<file path="config.mk">
export PLATFORM = sky130hd
export DESIGN_NAME = plc_ctrl
export DESIGN_NICKNAME = d
export VERILOG_FILES = /design/src/plc_pkg.sv /design/src/plc_alert.sv /design/src/plc_ctrl.sv
export VERILOG_INCLUDE_DIRS = /design/src
export SDC_FILE = /design/constraint.sdc
export NUM_CORES = 1
export LEC_CHECK = 0
export ABC_CLOCK_PERIOD_IN_PS = 10800
export BUFFER_PORTS_ARGS = -buffer_cell sky130_fd_sc_hd__buf_2
export CAP_MARGIN = 10
export CORE_UTILIZATION = 55
export DETAILED_ROUTE_END_ITERATION = 7
export HOLD_SLACK_MARGIN = 0.08
export PLACE_DENSITY = 0.77
export SETUP_SLACK_MARGIN = 0.3
export SLEW_MARGIN = 0
export SYNTH_ARGS = -nofsm -noshare
export SYNTH_HDL_FRONTEND = slang
export SYNTH_HIERARCHICAL = 1
export SYNTH_SLANG_ARGS = --single-unit
</file>
<file path="constraint.sdc">
create_clock -name clk_sys -period 10.8 [get_ports clk_sys]
set_input_delay 0.54 -clock clk_sys [delete_from_list [all_inputs] [get_ports clk_sys]]
set_output_delay 0.54 -clock clk_sys [all_outputs]
set_load 0.05 [all_outputs]
</file>
<file path="src/plc_consts.svh">
// constants of the power loss state controller
`ifndef PLC_CONSTS_SVH
`define PLC_CONSTS_SVH

// ------------------------------------------------------------
// clock and timing
// ------------------------------------------------------------
`define PLC_CLK_HZ 25000000
`define PLC_SOFTSTART_MS 10
`define PLC_SOFTSTART_CYC ((`PLC_CLK_HZ / 1000) * `PLC_SOFTSTART_MS)
`define PLC_TEST_PERIOD_S 240
`define PLC_TEST_PERIOD_CYC (64'(`PLC_TEST_PERIOD_S) * 64'(`PLC_CLK_HZ))

// ------------------------------------------------------------
// register offsets and fields
// ------------------------------------------------------------
`define PLC_REG_STATE 8'h00
`define PLC_REG_CTRL 8'h0A
`define PLC_CTRL_FORCE_OFF_BIT 0
`define PLC_CTRL_TEST_BIT 1
`define PLC_CTRL_RESET 8'h00

// ------------------------------------------------------------
// operating state codes
// ------------------------------------------------------------
`define PLC_CODE_HOLD 3'h0
`define PLC_CODE_SOFT 3'h1
`define PLC_CODE_NORMAL 3'h2
`define PLC_CODE_TEST 3'h3
`define PLC_CODE_SUPPLY 3'h4
`define PLC_CODE_WARN 3'h5
`define PLC_CODE_FULL 3'h6

// ------------------------------------------------------------
// enable high threshold in millivolts per code
// ------------------------------------------------------------
`define PLC_ENOV_OFF 3'h0
`define PLC_ENOV_MV_0 11'd0
`define PLC_ENOV_MV_1 11'd820
`define PLC_ENOV_MV_2 11'd920
`define PLC_ENOV_MV_3 11'd1000
`define PLC_ENOV_MV_4 11'd1080
`define PLC_ENOV_MV_5 11'd1160
`define PLC_ENOV_MV_6 11'd1240
`define PLC_ENOV_MV_7 11'd1320

// ------------------------------------------------------------
// widths
// ------------------------------------------------------------
`define PLC_STATUS_W 15
`define PLC_SYNC_W 24
`define PLC_STATUS_RESET 15'h0000

`endif

</file>
<file path="src/plc_pkg.sv">
// types of the power loss state controller
`default_nettype none

package plc_pkg;

	// one-hot operating states
	typedef enum logic [6:0] {
		st_hold = 7'h01,
		st_soft = 7'h02,
		st_normal = 7'h04,
		st_test = 7'h08,
		st_supply = 7'h10,
		st_warn = 7'h20,
		st_full = 7'h40
	} plc_state_e;

	typedef logic [2:0] plc_code_t;

endpackage

`default_nettype wire

</file>
<file path="src/plc_alert.sv">
// status change detection, masking and active-low alert
`include "plc_consts.svh"
`default_nettype none

module plc_alert #(
	parameter int N = `PLC_STATUS_W
) (
	input wire logic clk_sys,
	input wire logic reset,
	input wire logic [N-1:0] status_in,
	input wire logic [N-1:0] alert_mask,
	input wire logic status_read,
	output logic [N-1:0] fault_status,
	output logic fault_alert_n
);

	logic [N-1:0] status_reg;
	logic [N-1:0] pending_reg;
	logic [N-1:0] pending_next;
	logic [N-1:0] change_set;
	logic alert_reg;

	// ------------------------------------------------------------
	// change detect and sticky pending bits
	// ------------------------------------------------------------
	// unmasked edges of any status bit set a pending bit
	assign change_set = (status_in ^ status_reg) & ~alert_mask;
	// a read drops only bits whose fault is gone; a new change wins
	assign pending_next = change_set | (status_read ? (pending_reg & status_in) : pending_reg);

	// status snapshot and pending flags
	always_ff @(posedge clk_sys or posedge reset) begin
		if (reset) begin
			status_reg <= `PLC_STATUS_RESET;
			pending_reg <= `PLC_STATUS_RESET;
			alert_reg <= 1'b0;
		end else begin
			status_reg <= status_in;
			pending_reg <= pending_next;
			alert_reg <= |pending_next;
		end
	end

	assign fault_status = status_reg;
	assign fault_alert_n = ~alert_reg;

	// ------------------------------------------------------------
	// checks
	// ------------------------------------------------------------
	alert_on_change_a: assert property (@(posedge clk_sys) disable iff (reset)
		(|change_set) |=> !fault_alert_n)
		else $error("unmasked status change did not assert alert");

	alert_held_fault_a: assert property (@(posedge clk_sys) disable iff (reset)
		(!fault_alert_n && status_read && |(pending_reg & status_in)) |=> !fault_alert_n)
		else $error("alert released while read fault still present");

	alert_release_a: assert property (@(posedge clk_sys) disable iff (reset)
		(!fault_alert_n && !status_read && ~|change_set) |=> !fault_alert_n)
		else $error("alert released without a status read");

endmodule

`default_nettype wire

</file>
<file path="src/plc_ctrl.sv">
// power loss state controller: state machine, function enables, alert, i2c restart
// Function
// - seven states: hold, soft-start, normal, test, backup, warning off, full off.
// - power-up enters hold; backup goes hold on low enable, storage, buck fault.
// - writing one to control bit 0 forces the hold state.
// - settings reset only at power-up, kept on later hold entries.
// - hold leaves for soft-start when enable above low and supply above lockout.
// - soft-start ends after small drop and the 10 ms timer.
// - normal keeps switch on and charges the storage capacitors.
// - normal starts a capacitor test every four minutes.
// - control bit 1 starts a test; cleared when the test finishes.
// - a supply fault during the test goes straight to backup.
// - five supply faults enter backup: switch open, buck on.
// - thermal warning, regulator or boot fault enters warning off, boost off.
// - warning off goes full off at 155C, back to normal when clear.
// - full off disables everything; back to soft-start when cool, no overcurrent.
// - present state readable in register 0x00.
// - function enables follow the state table.
// - threshold code 000 disables high detection, others select fixed voltages.
// - any unmasked status change asserts the alert; each is maskable.
// - host reads status before release; alert stays if fault persists.
// - alert sources: supply, thermal, switch, storage, backup, buck, reference, monitor.
// - settings are volatile; read-only outputs report status.
// - any start condition restarts packet parsing; no timeout.
`include "plc_consts.svh"
`default_nettype none

module plc_ctrl
	import plc_pkg::*;
#(
	parameter int SOFTSTART_CYCLES = `PLC_SOFTSTART_CYC,
	parameter logic [32:0] TEST_PERIOD_CYCLES = 33'(`PLC_TEST_PERIOD_CYC)
) (
	input wire logic clk_sys,
	input wire logic reset,
	input wire logic enable_above_low,
	input wire logic enable_above_high,
	input wire logic input_above_lockout_level,
	input wire logic input_overvoltage,
	input wire logic input_undervoltage,
	input wire logic switch_overcurrent,
	input wire logic switch_current_warning,
	input wire logic drop_above_560mv,
	input wire logic drop_below_200mv,
	input wire logic storage_node_below_3v6,
	input wire logic storage_node_overvoltage,
	input wire logic storage_node_undervoltage,
	input wire logic buck_output_fault,
	input wire logic buck_undervoltage,
	input wire logic temp_above_145c,
	input wire logic temp_above_155c,
	input wire logic regulator_fail,
	input wire logic boot_cap_fail,
	input wire logic reference_undervoltage,
	input wire logic monitor_data_ready,
	input wire logic monitor_limit,
	input wire logic capacitor_test_done,
	input wire logic scl_in,
	input wire logic sda_in,
	input wire logic [2:0] enable_high_threshold,
	input wire logic [`PLC_STATUS_W-1:0] alert_mask,
	input wire logic ctrl_write,
	input wire logic [7:0] ctrl_wdata,
	input wire logic status_read,
	output logic [2:0] state_code,
	output logic switch_on,
	output logic boost_on,
	output logic buck_on,
	output logic monitor_on,
	output logic reference_on,
	output logic i2c_on,
	output logic [10:0] enable_high_mv,
	output logic [7:0] ctrl_rdata,
	output logic [`PLC_STATUS_W-1:0] fault_status,
	output logic fault_alert_n,
	output logic i2c_packet_restart
);

	// ------------------------------------------------------------
	// decode functions
	// ------------------------------------------------------------
	// fixed code of each state for the state field
	function automatic plc_code_t code_of(input plc_state_e s);
		case (s)
			st_hold: code_of = `PLC_CODE_HOLD;
			st_soft: code_of = `PLC_CODE_SOFT;
			st_normal: code_of = `PLC_CODE_NORMAL;
			st_test: code_of = `PLC_CODE_TEST;
			st_supply: code_of = `PLC_CODE_SUPPLY;
			st_warn: code_of = `PLC_CODE_WARN;
			st_full: code_of = `PLC_CODE_FULL;
			default: code_of = `PLC_CODE_HOLD;
		endcase
	endfunction

	// enables {switch, boost, buck, monitor, reference, i2c} per state
	function automatic logic [5:0] enables_of(input plc_state_e s);
		case (s)
			st_hold: enables_of = 6'h00;
			st_soft: enables_of = 6'h23;
			st_normal: enables_of = 6'h37;
			st_test: enables_of = 6'h37;
			st_supply: enables_of = 6'h0F;
			st_warn: enables_of = 6'h23 | 6'h04;
			st_full: enables_of = 6'h00;
			default: enables_of = 6'h00;
		endcase
	endfunction

	// millivolts of the enable high threshold code
	function automatic logic [10:0] mv_of(input logic [2:0] c);
		case (c)
			3'h1: mv_of = `PLC_ENOV_MV_1;
			3'h2: mv_of = `PLC_ENOV_MV_2;
			3'h3: mv_of = `PLC_ENOV_MV_3;
			3'h4: mv_of = `PLC_ENOV_MV_4;
			3'h5: mv_of = `PLC_ENOV_MV_5;
			3'h6: mv_of = `PLC_ENOV_MV_6;
			3'h7: mv_of = `PLC_ENOV_MV_7;
			default: mv_of = `PLC_ENOV_MV_0;
		endcase
	endfunction

	// ------------------------------------------------------------
	// input synchronisers
	// ------------------------------------------------------------
	logic [`PLC_SYNC_W-1:0] raw_in;
	logic [`PLC_SYNC_W-1:0] sync1_reg;
	logic [`PLC_SYNC_W-1:0] sync2_reg;
	logic s_en_low, s_en_high, s_lockout, s_in_ov, s_in_uv, s_oc, s_cur_warn;
	logic s_drop_hi, s_drop_lo, s_stor_low, s_stor_ov, s_stor_uv, s_buck_fault;
	logic s_buck_uv, s_t145, s_t155, s_reg_fail, s_boot_fail, s_ref_uv;
	logic s_mon_ready, s_mon_limit, s_test_done, s_scl, s_sda;

	assign raw_in = {enable_above_low, enable_above_high, input_above_lockout_level,
		input_overvoltage, input_undervoltage, switch_overcurrent, switch_current_warning,
		drop_above_560mv, drop_below_200mv, storage_node_below_3v6, storage_node_overvoltage,
		storage_node_undervoltage, buck_output_fault, buck_undervoltage, temp_above_145c,
		temp_above_155c, regulator_fail, boot_cap_fail, reference_undervoltage,
		monitor_data_ready, monitor_limit, capacitor_test_done, scl_in, sda_in};

	// two flops per pin, first read only by the second
	genvar gi;
	generate
		for (gi = 0; gi < `PLC_SYNC_W; gi++) begin : g_sync
			always_ff @(posedge clk_sys or posedge reset) begin
				if (reset) begin
					sync1_reg[gi] <= 1'b0;
					sync2_reg[gi] <= 1'b0;
				end else begin
					sync1_reg[gi] <= raw_in[gi];
					sync2_reg[gi] <= sync1_reg[gi];
				end
			end
		end
	endgenerate

	assign {s_en_low, s_en_high, s_lockout, s_in_ov, s_in_uv, s_oc, s_cur_warn,
		s_drop_hi, s_drop_lo, s_stor_low, s_stor_ov, s_stor_uv, s_buck_fault,
		s_buck_uv, s_t145, s_t155, s_reg_fail, s_boot_fail, s_ref_uv,
		s_mon_ready, s_mon_limit, s_test_done, s_scl, s_sda} = sync2_reg;

	// ------------------------------------------------------------
	// condition decode
	// ------------------------------------------------------------
	logic en_over;
	logic supply_fault;
	logic warn_cond;
	logic backup_exit;
	logic full_exit;
	logic ctrl_take;
	logic force_req;
	logic test_set;

	// code zero turns high detection off
	assign en_over = s_en_high && (enable_high_threshold != `PLC_ENOV_OFF);
	assign supply_fault = !s_en_low || en_over || s_in_ov || s_oc || s_drop_hi;
	assign warn_cond = s_t145 || s_reg_fail || s_boot_fail;
	assign backup_exit = !s_en_low || s_stor_low || s_buck_fault;
	assign full_exit = !s_t155 && !s_oc;
	// register writes only land while the port is alive
	assign ctrl_take = ctrl_write && i2c_on;
	assign force_req = ctrl_take && ctrl_wdata[`PLC_CTRL_FORCE_OFF_BIT];
	assign test_set = ctrl_take && ctrl_wdata[`PLC_CTRL_TEST_BIT];

	// ------------------------------------------------------------
	// timers
	// ------------------------------------------------------------
	plc_state_e state_reg;
	plc_state_e state_next;
	logic [31:0] soft_cnt_reg;
	logic [32:0] per_cnt_reg;
	logic soft_done;
	logic per_done;
	logic test_bit_reg;

	assign soft_done = soft_cnt_reg == 32'(SOFTSTART_CYCLES);
	assign per_done = per_cnt_reg == (TEST_PERIOD_CYCLES - 33'h1);

	// soft-start timer saturates, periodic test timer runs in normal only
	always_ff @(posedge clk_sys or posedge reset) begin
		if (reset) begin
			soft_cnt_reg <= 32'h0;
			per_cnt_reg <= 33'h0;
		end else begin
			soft_cnt_reg <= (state_reg != st_soft) ? 32'h0 :
				(soft_done ? soft_cnt_reg : soft_cnt_reg + 32'h1);
			per_cnt_reg <= (state_reg != st_normal || per_done) ? 33'h0 :
				per_cnt_reg + 33'h1;
		end
	end

	// manual test request bit, a new write wins over the finish clear
	always_ff @(posedge clk_sys or posedge reset) begin
		if (reset) begin
			test_bit_reg <= 1'b0;
		end else if (test_set) begin
			test_bit_reg <= 1'b1;
		end else if (state_reg == st_test && s_test_done) begin
			test_bit_reg <= 1'b0;
		end
	end

	// ------------------------------------------------------------
	// state machine
	// ------------------------------------------------------------
	always_comb begin
		state_next = state_reg;
		case (state_reg)
			st_hold: begin
				if (s_en_low && s_lockout) state_next = st_soft;
			end
			st_soft: begin
				if (force_req) state_next = st_hold;
				else if (warn_cond) state_next = st_warn;
				else if (s_drop_lo && soft_done) state_next = st_normal;
			end
			st_normal: begin
				if (force_req) state_next = st_hold;
				else if (supply_fault) state_next = st_supply;
				else if (warn_cond) state_next = st_warn;
				else if (per_done || test_bit_reg) state_next = st_test;
			end
			st_test: begin
				if (force_req) state_next = st_hold;
				else if (supply_fault) state_next = st_supply;
				else if (warn_cond) state_next = st_warn;
				else if (s_test_done) state_next = st_normal;
			end
			st_supply: begin
				if (force_req || backup_exit) state_next = st_hold;
			end
			st_warn: begin
				if (force_req) state_next = st_hold;
				else if (s_t155) state_next = st_full;
				else if (!warn_cond) state_next = st_normal;
			end
			st_full: begin
				if (full_exit) state_next = st_soft;
			end
			default: state_next = st_hold;
		endcase
	end

	// power-up lands in hold; settings live outside and are not cleared here
	logic [5:0] enables_reg;
	logic [2:0] code_reg;
	always_ff @(posedge clk_sys or posedge reset) begin
		if (reset) begin
			state_reg <= st_hold;
			enables_reg <= 6'h00;
			code_reg <= `PLC_CODE_HOLD;
		end else begin
			state_reg <= state_next;
			enables_reg <= enables_of(state_next);
			code_reg <= code_of(state_next);
		end
	end

	assign {switch_on, boost_on, buck_on, monitor_on, reference_on, i2c_on} = enables_reg;
	assign state_code = code_reg;

	// ------------------------------------------------------------
	// settings and register views
	// ------------------------------------------------------------
	logic [10:0] mv_reg;
	always_ff @(posedge clk_sys or posedge reset) begin
		if (reset) begin
			mv_reg <= `PLC_ENOV_MV_0;
		end else begin
			mv_reg <= mv_of(enable_high_threshold);
		end
	end

	assign enable_high_mv = mv_reg;
	// force bit reads as zero, test bit shows pending request
	assign ctrl_rdata = {6'h00, test_bit_reg, 1'b0};

	// ------------------------------------------------------------
	// i2c start condition restart
	// ------------------------------------------------------------
	logic sda_prev_reg;
	logic start_seen;
	logic restart_reg;
	assign start_seen = s_scl && sda_prev_reg && !s_sda;

	// start condition or hold entry resets the packet engine
	always_ff @(posedge clk_sys or posedge reset) begin
		if (reset) begin
			sda_prev_reg <= 1'b1;
			restart_reg <= 1'b0;
		end else begin
			sda_prev_reg <= s_sda;
			restart_reg <= start_seen || (state_next == st_hold && state_reg != st_hold);
		end
	end

	assign i2c_packet_restart = restart_reg;

	// ------------------------------------------------------------
	// alert
	// ------------------------------------------------------------
	logic [`PLC_STATUS_W-1:0] status_vec;
	assign status_vec = {s_in_ov, s_in_uv, s_t145, s_t155, s_drop_hi, s_cur_warn, s_oc,
		s_stor_ov, s_stor_uv, state_reg == st_supply, s_buck_fault, s_buck_uv, s_ref_uv,
		s_mon_ready, s_mon_limit};

	plc_alert #(
		.N(`PLC_STATUS_W)
	) u_alert (
		.clk_sys(clk_sys),
		.reset(reset),
		.status_in(status_vec),
		.alert_mask(alert_mask),
		.status_read(status_read),
		.fault_status(fault_status),
		.fault_alert_n(fault_alert_n)
	);

	// ------------------------------------------------------------
	// checks
	// ------------------------------------------------------------
	soft_exit_timer_a: assert property (@(posedge clk_sys) disable iff (reset)
		(state_reg == st_normal && $past(state_reg) == st_soft) |-> $past(soft_done))
		else $error("soft-start left before timer expired");

	force_hold_a: assert property (@(posedge clk_sys) disable iff (reset)
		(force_req && state_reg != st_hold) |=> state_reg == st_hold)
		else $error("force power off did not reach hold");

	hold_exit_a: assert property (@(posedge clk_sys) disable iff (reset)
		(state_reg == st_hold && s_en_low && s_lockout) |=> state_reg == st_soft ##1 switch_on)
		else $error("hold did not advance to soft-start");

	test_fault_a: assert property (@(posedge clk_sys) disable iff (reset)
		(state_reg == st_test && supply_fault && !force_req) |=> state_reg == st_supply)
		else $error("fault in test did not enter backup");

	backup_enables_a: assert property (@(posedge clk_sys) disable iff (reset)
		(state_reg == st_supply) |-> (buck_on && !switch_on && !boost_on))
		else $error("backup enables wrong");

	test_bit_clear_a: assert property (@(posedge clk_sys) disable iff (reset)
		(state_reg == st_test && s_test_done && !test_set) |=> !test_bit_reg)
		else $error("test request bit not cleared at finish");

	full_off_a: assert property (@(posedge clk_sys) disable iff (reset)
		(state_reg == st_full) |-> (!switch_on && !i2c_on && !reference_on && !monitor_on))
		else $error("function alive in full shutdown");

	warn_enables_a: assert property (@(posedge clk_sys) disable iff (reset)
		(state_reg == st_warn) |-> (switch_on && monitor_on && i2c_on && !boost_on))
		else $error("warning shutdown enables wrong");

	i2c_restart_a: assert property (@(posedge clk_sys) disable iff (reset)
		start_seen |=> i2c_packet_restart)
		else $error("start condition did not restart packet engine");

	state_code_a: assert property (@(posedge clk_sys) disable iff (reset)
		(state_reg == st_test) |-> state_code == `PLC_CODE_TEST)
		else $error("state field does not show test code");

endmodule

`default_nettype wire

</file>
==> impl_metrics.py <==
metrics = {
    "outcome": {
        "status": "finished clean",
    },
    "worst_setup_path": {
        "crit_slowest_cell": "nor4_1",
        "crit_top_cell": "nand4_1",
        "cp_num_buf_inv": 1,
        "r2r_slack_ns": 8.32,
        "start_kind": "flip-flop",
        "crit_fanout": 5,
        "r2r-start": "soft_cnt_reg[0]",
        "max_stage_delay_ns": 0.71,
        "r2r_cells": 7,
        "crit_family": "simple AND/OR/NAND/NOR gates",
        "crit_path_end_kind": "flip-flop",
        "path_class": "flip-flop to flip-flop",
        "critPathRequiredTime_ns": 11.15,
        "crit_cells": 7,
        "path_cells": "inv_1 -> ha_1 -> nor4b_1 -> nand4_1 -> nor4_1 -> a221oi_1 -> nand4_1",
        "crit_arrival_ns": 2.84,
        "r2r_end": "enables_reg[1]",
    },
    "synth": {
        "syn_avg_cell_area_um2": 11.5,
        "async_reset_ff_frac": 1.00,
        "synth-seq-cells": 171,
        "synthFlopType": "dfrtp_1",
        "ys_types": 55,
        "synth_area_mm2": 0.00718,
        "ys.warnings.count": 6,
        "synth_edf_count": 0,
        "synth_cells": 626,
        "ys_seq_area_frac": 0.596,
    },
    "global_route": {
        "antenna_found_initial": 0,
        "grt-ovfl-total": 0,
        "grt_max_degree": 84,
        "grt_pass1_vias": 4753,
        "grt_usage": 0.220,
        "grt_pass1_wl_um": 22600,
    },
    "power_and_ir_drop": {
        "power_leakage_nw": 3.69,
        "vdd_drop_max_uv": 112,
        "p_per_area_mw_per_mm2": 177,
    },
    "sta": {
        "fin_crit_sh": 0.230,
        "rsz0062_at_grt": "no",
        "hold_ws_ns": 0.162,
        "hold_viol": 0,
        "setup_viol": 0,
        "skew_ns": 0.0103,
        "timing.slew.headroom": 0.320,
        "tns_ns": 0,
        "fmax_mhz": 403,
        "layout_min_cycle_time_ns": 2.48,
        "slew_violations": 0,
        "tightest_slew_ns": 1.02,
    },
    "floorplan": {
        "die_y_um": 116,
        "initial_core_util": 0.567,
        "ios": 99,
        "die_w_um": 116,
        "core_area_mm2": 0.0127,
        "core.rowCount": 41,
        "die-area_mm2": 0.0135,
    },
    "clock_network": {
        "clock_latency_ns": 0.43,
        "post_cts_buffers": 0,
        "numCtsBuffers": 17,
        "cts_max_level": 4,
        "cts_buffer_depth": 2,
        "cts_resized": 0,
        "cts.sinks": 171,
        "cts_tree": "yes",
        "clock-root-buffer": "clkbuf_16",
        "clk_pin_slew_ns": 0.07,
        "cts_hold_buf": 0,
    },
    "detailed_routing": {
        "routed_wl_um": 14000,
        "drt_iter0_drc": 346,
        "drcViolationCount": 0,
        "dr.pass1.iters": 5,
        "drtAntennaViolNets": 0,
        "drt-vias-per-instance": 5.49,
        "wl_per_cell_um": 15.5,
        "via_count": 4957,
    },
    "layout": {
        "fill_cells": 950,
        "largest_reg_flops": 33,
        "nNetsFinal": 775,
        "n_antenna_cell": 0,
        "area.growth.synth_to_final_pct": 15.9,
        "drive_above_1_share": 0.208,
    },
    "job": {
        "drv_cap": 0,
    },
    "placed_design": {
        "portBuffers": 83,
        "hpwl_um": 9350,
        "place_congestion": 0.848,
    },
    "worst_hold_path": {
        "hp-class": "input port to async pin",
    },
}
==> layout make-up <==
type                       instances  area (µm²)  share of cell area
clock inverter                    13         130              0.0156
sequential                       171        4280               0.514
tap                              172         215              0.0258
multi-input combinational        415        2680               0.322
inverter                          26         103              0.0123
timing repair buffer              87         465              0.0559
clock buffer                      19         453              0.0544
==> placed cells by master, fill, tap and decap left out, types with 14 or more instances in the layout <==
| cell type | instances |
|---|---|
| xnor2_1 | 22 |
| nor2_1 | 87 |
| inv_1 | 24 |
| buf_2 | 83 |
| nand2_1 | 35 |
| o21bai_1 | 14 |
| nor3b_1 | 14 |
| nand4_1 | 28 |
| nand3_1 | 39 |
| dfrtp_1 | 169 |
| clkbuf_16 | 17 |
| xor2_1 | 46 |
==> worst register-to-register path: stages, from the launching register on <==
cell	delay, ns
dfrtp_1	0.41
inv_1	0.10
ha_1	0.14
nor4b_1	0.28
nand4_1	0.19
nor4_1	0.71
a221oi_1	0.39
nand4_1	0.19
==> stage by stage <==
step / cell area [µm²] / utilization / worst slack (ns) / total power, mW / cells
4_1_cts: 8300 / 0.655 / 8.38 / 1.48 / 902
2_1_floorplan: 7210 / - / 6.51 / 0.847 / 634
5_1_grt: 8330 / 0.657 / 8.10 / 1.53 / 903
6_report: 8330 / 0.657 / 8.32 / 1.47 / 903
3_3_place_gp: 7710 / 0.609 / 8.43 / 0.884 / 870
3_5_place_dp: 7710 / 0.609 / 8.40 / 0.890 / 870
==> per-layer routing <==
layer | global-route usage | wire length, µm | vias up | share of wire
met4 | 0.0650 | 194 | 0 | 0.014
met5 | 0 | 0 | - | 0
met3 | 0.0664 | 590 | 17 | 0.042
li1 | - | - | 2363 | -
met1 | 0.279 | 6080 | 2471 | 0.43
met2 | 0.365 | 7110 | 106 | 0.51
==> power breakdown <==
group	internal (mW)	switching (mW)	total, mW
logic	0.0543	0.127	0.182
registers	0.676	0.0226	0.698
clock network	0.335	0.256	0.591
total	1.07	0.406	1.47
==> worst max path at each step <==
stage	startpoint	to	slack (ns)
6_report	soft_cnt_reg[0]	enables_reg[1]	8.32
2_1_floorplan	reset	enable_high_mv[10]	6.51
4_1_cts	soft_cnt_reg[0]	enables_reg[1]	8.38
3_3_place_gp	soft_cnt_reg[0]	enables_reg[1]	8.43
5_1_grt	soft_cnt_reg[0]	enables_reg[1]	8.10
3_5_place_dp	soft_cnt_reg[0]	enables_reg[1]	8.40
==> Yosys cell counts (3+ instances only) <==
cell	count	area [µm²]
clkbuf_1	5	18.8
inv_1	25	93.8
nand4b_1	5	43.8
a221o_2	11	124
xor2_1	46	403
xnor2_1	22	193
buf_4	11	82.6
and3_1	10	62.6
nor2_1	87	327
nor4_2	3	37.5
nor3_1	8	40.0
a21oi_1	5	25.0
nor4_1	13	81.3
buf_6	4	45.0
dfrtp_1	169	4230
o21ai_0	6	30.0
a221o_1	3	30.0
nand3_1	39	195
nor2b_1	7	43.8
nor3b_1	14	105
and2_1	3	18.8
nor4b_1	3	26.3
ha_1	3	37.5
nand2_1	35	131
o21bai_1	14	105
a31oi_1	3	18.8
and4_1	7	61.3
nand4_1	28	175
==> cell families (layout without fill, tap and decap cells) <==
kind of cell	Yosys count	after routing	synth area share
AO/OA/AOI/OAI	55	55	0.0639
XOR/XNOR	68	68	0.0829
buffers and inverters	48	145	0.0354
other	1	9	0.000522
AND/OR/NAND/NOR	278	278	0.213
adder cells (fa/ha/maj)	3	3	0.00523
flip-flops	171	171	0.596
multiplexers	2	2	0.00279
No activity file was read; power rests on OpenSTA's default activity.
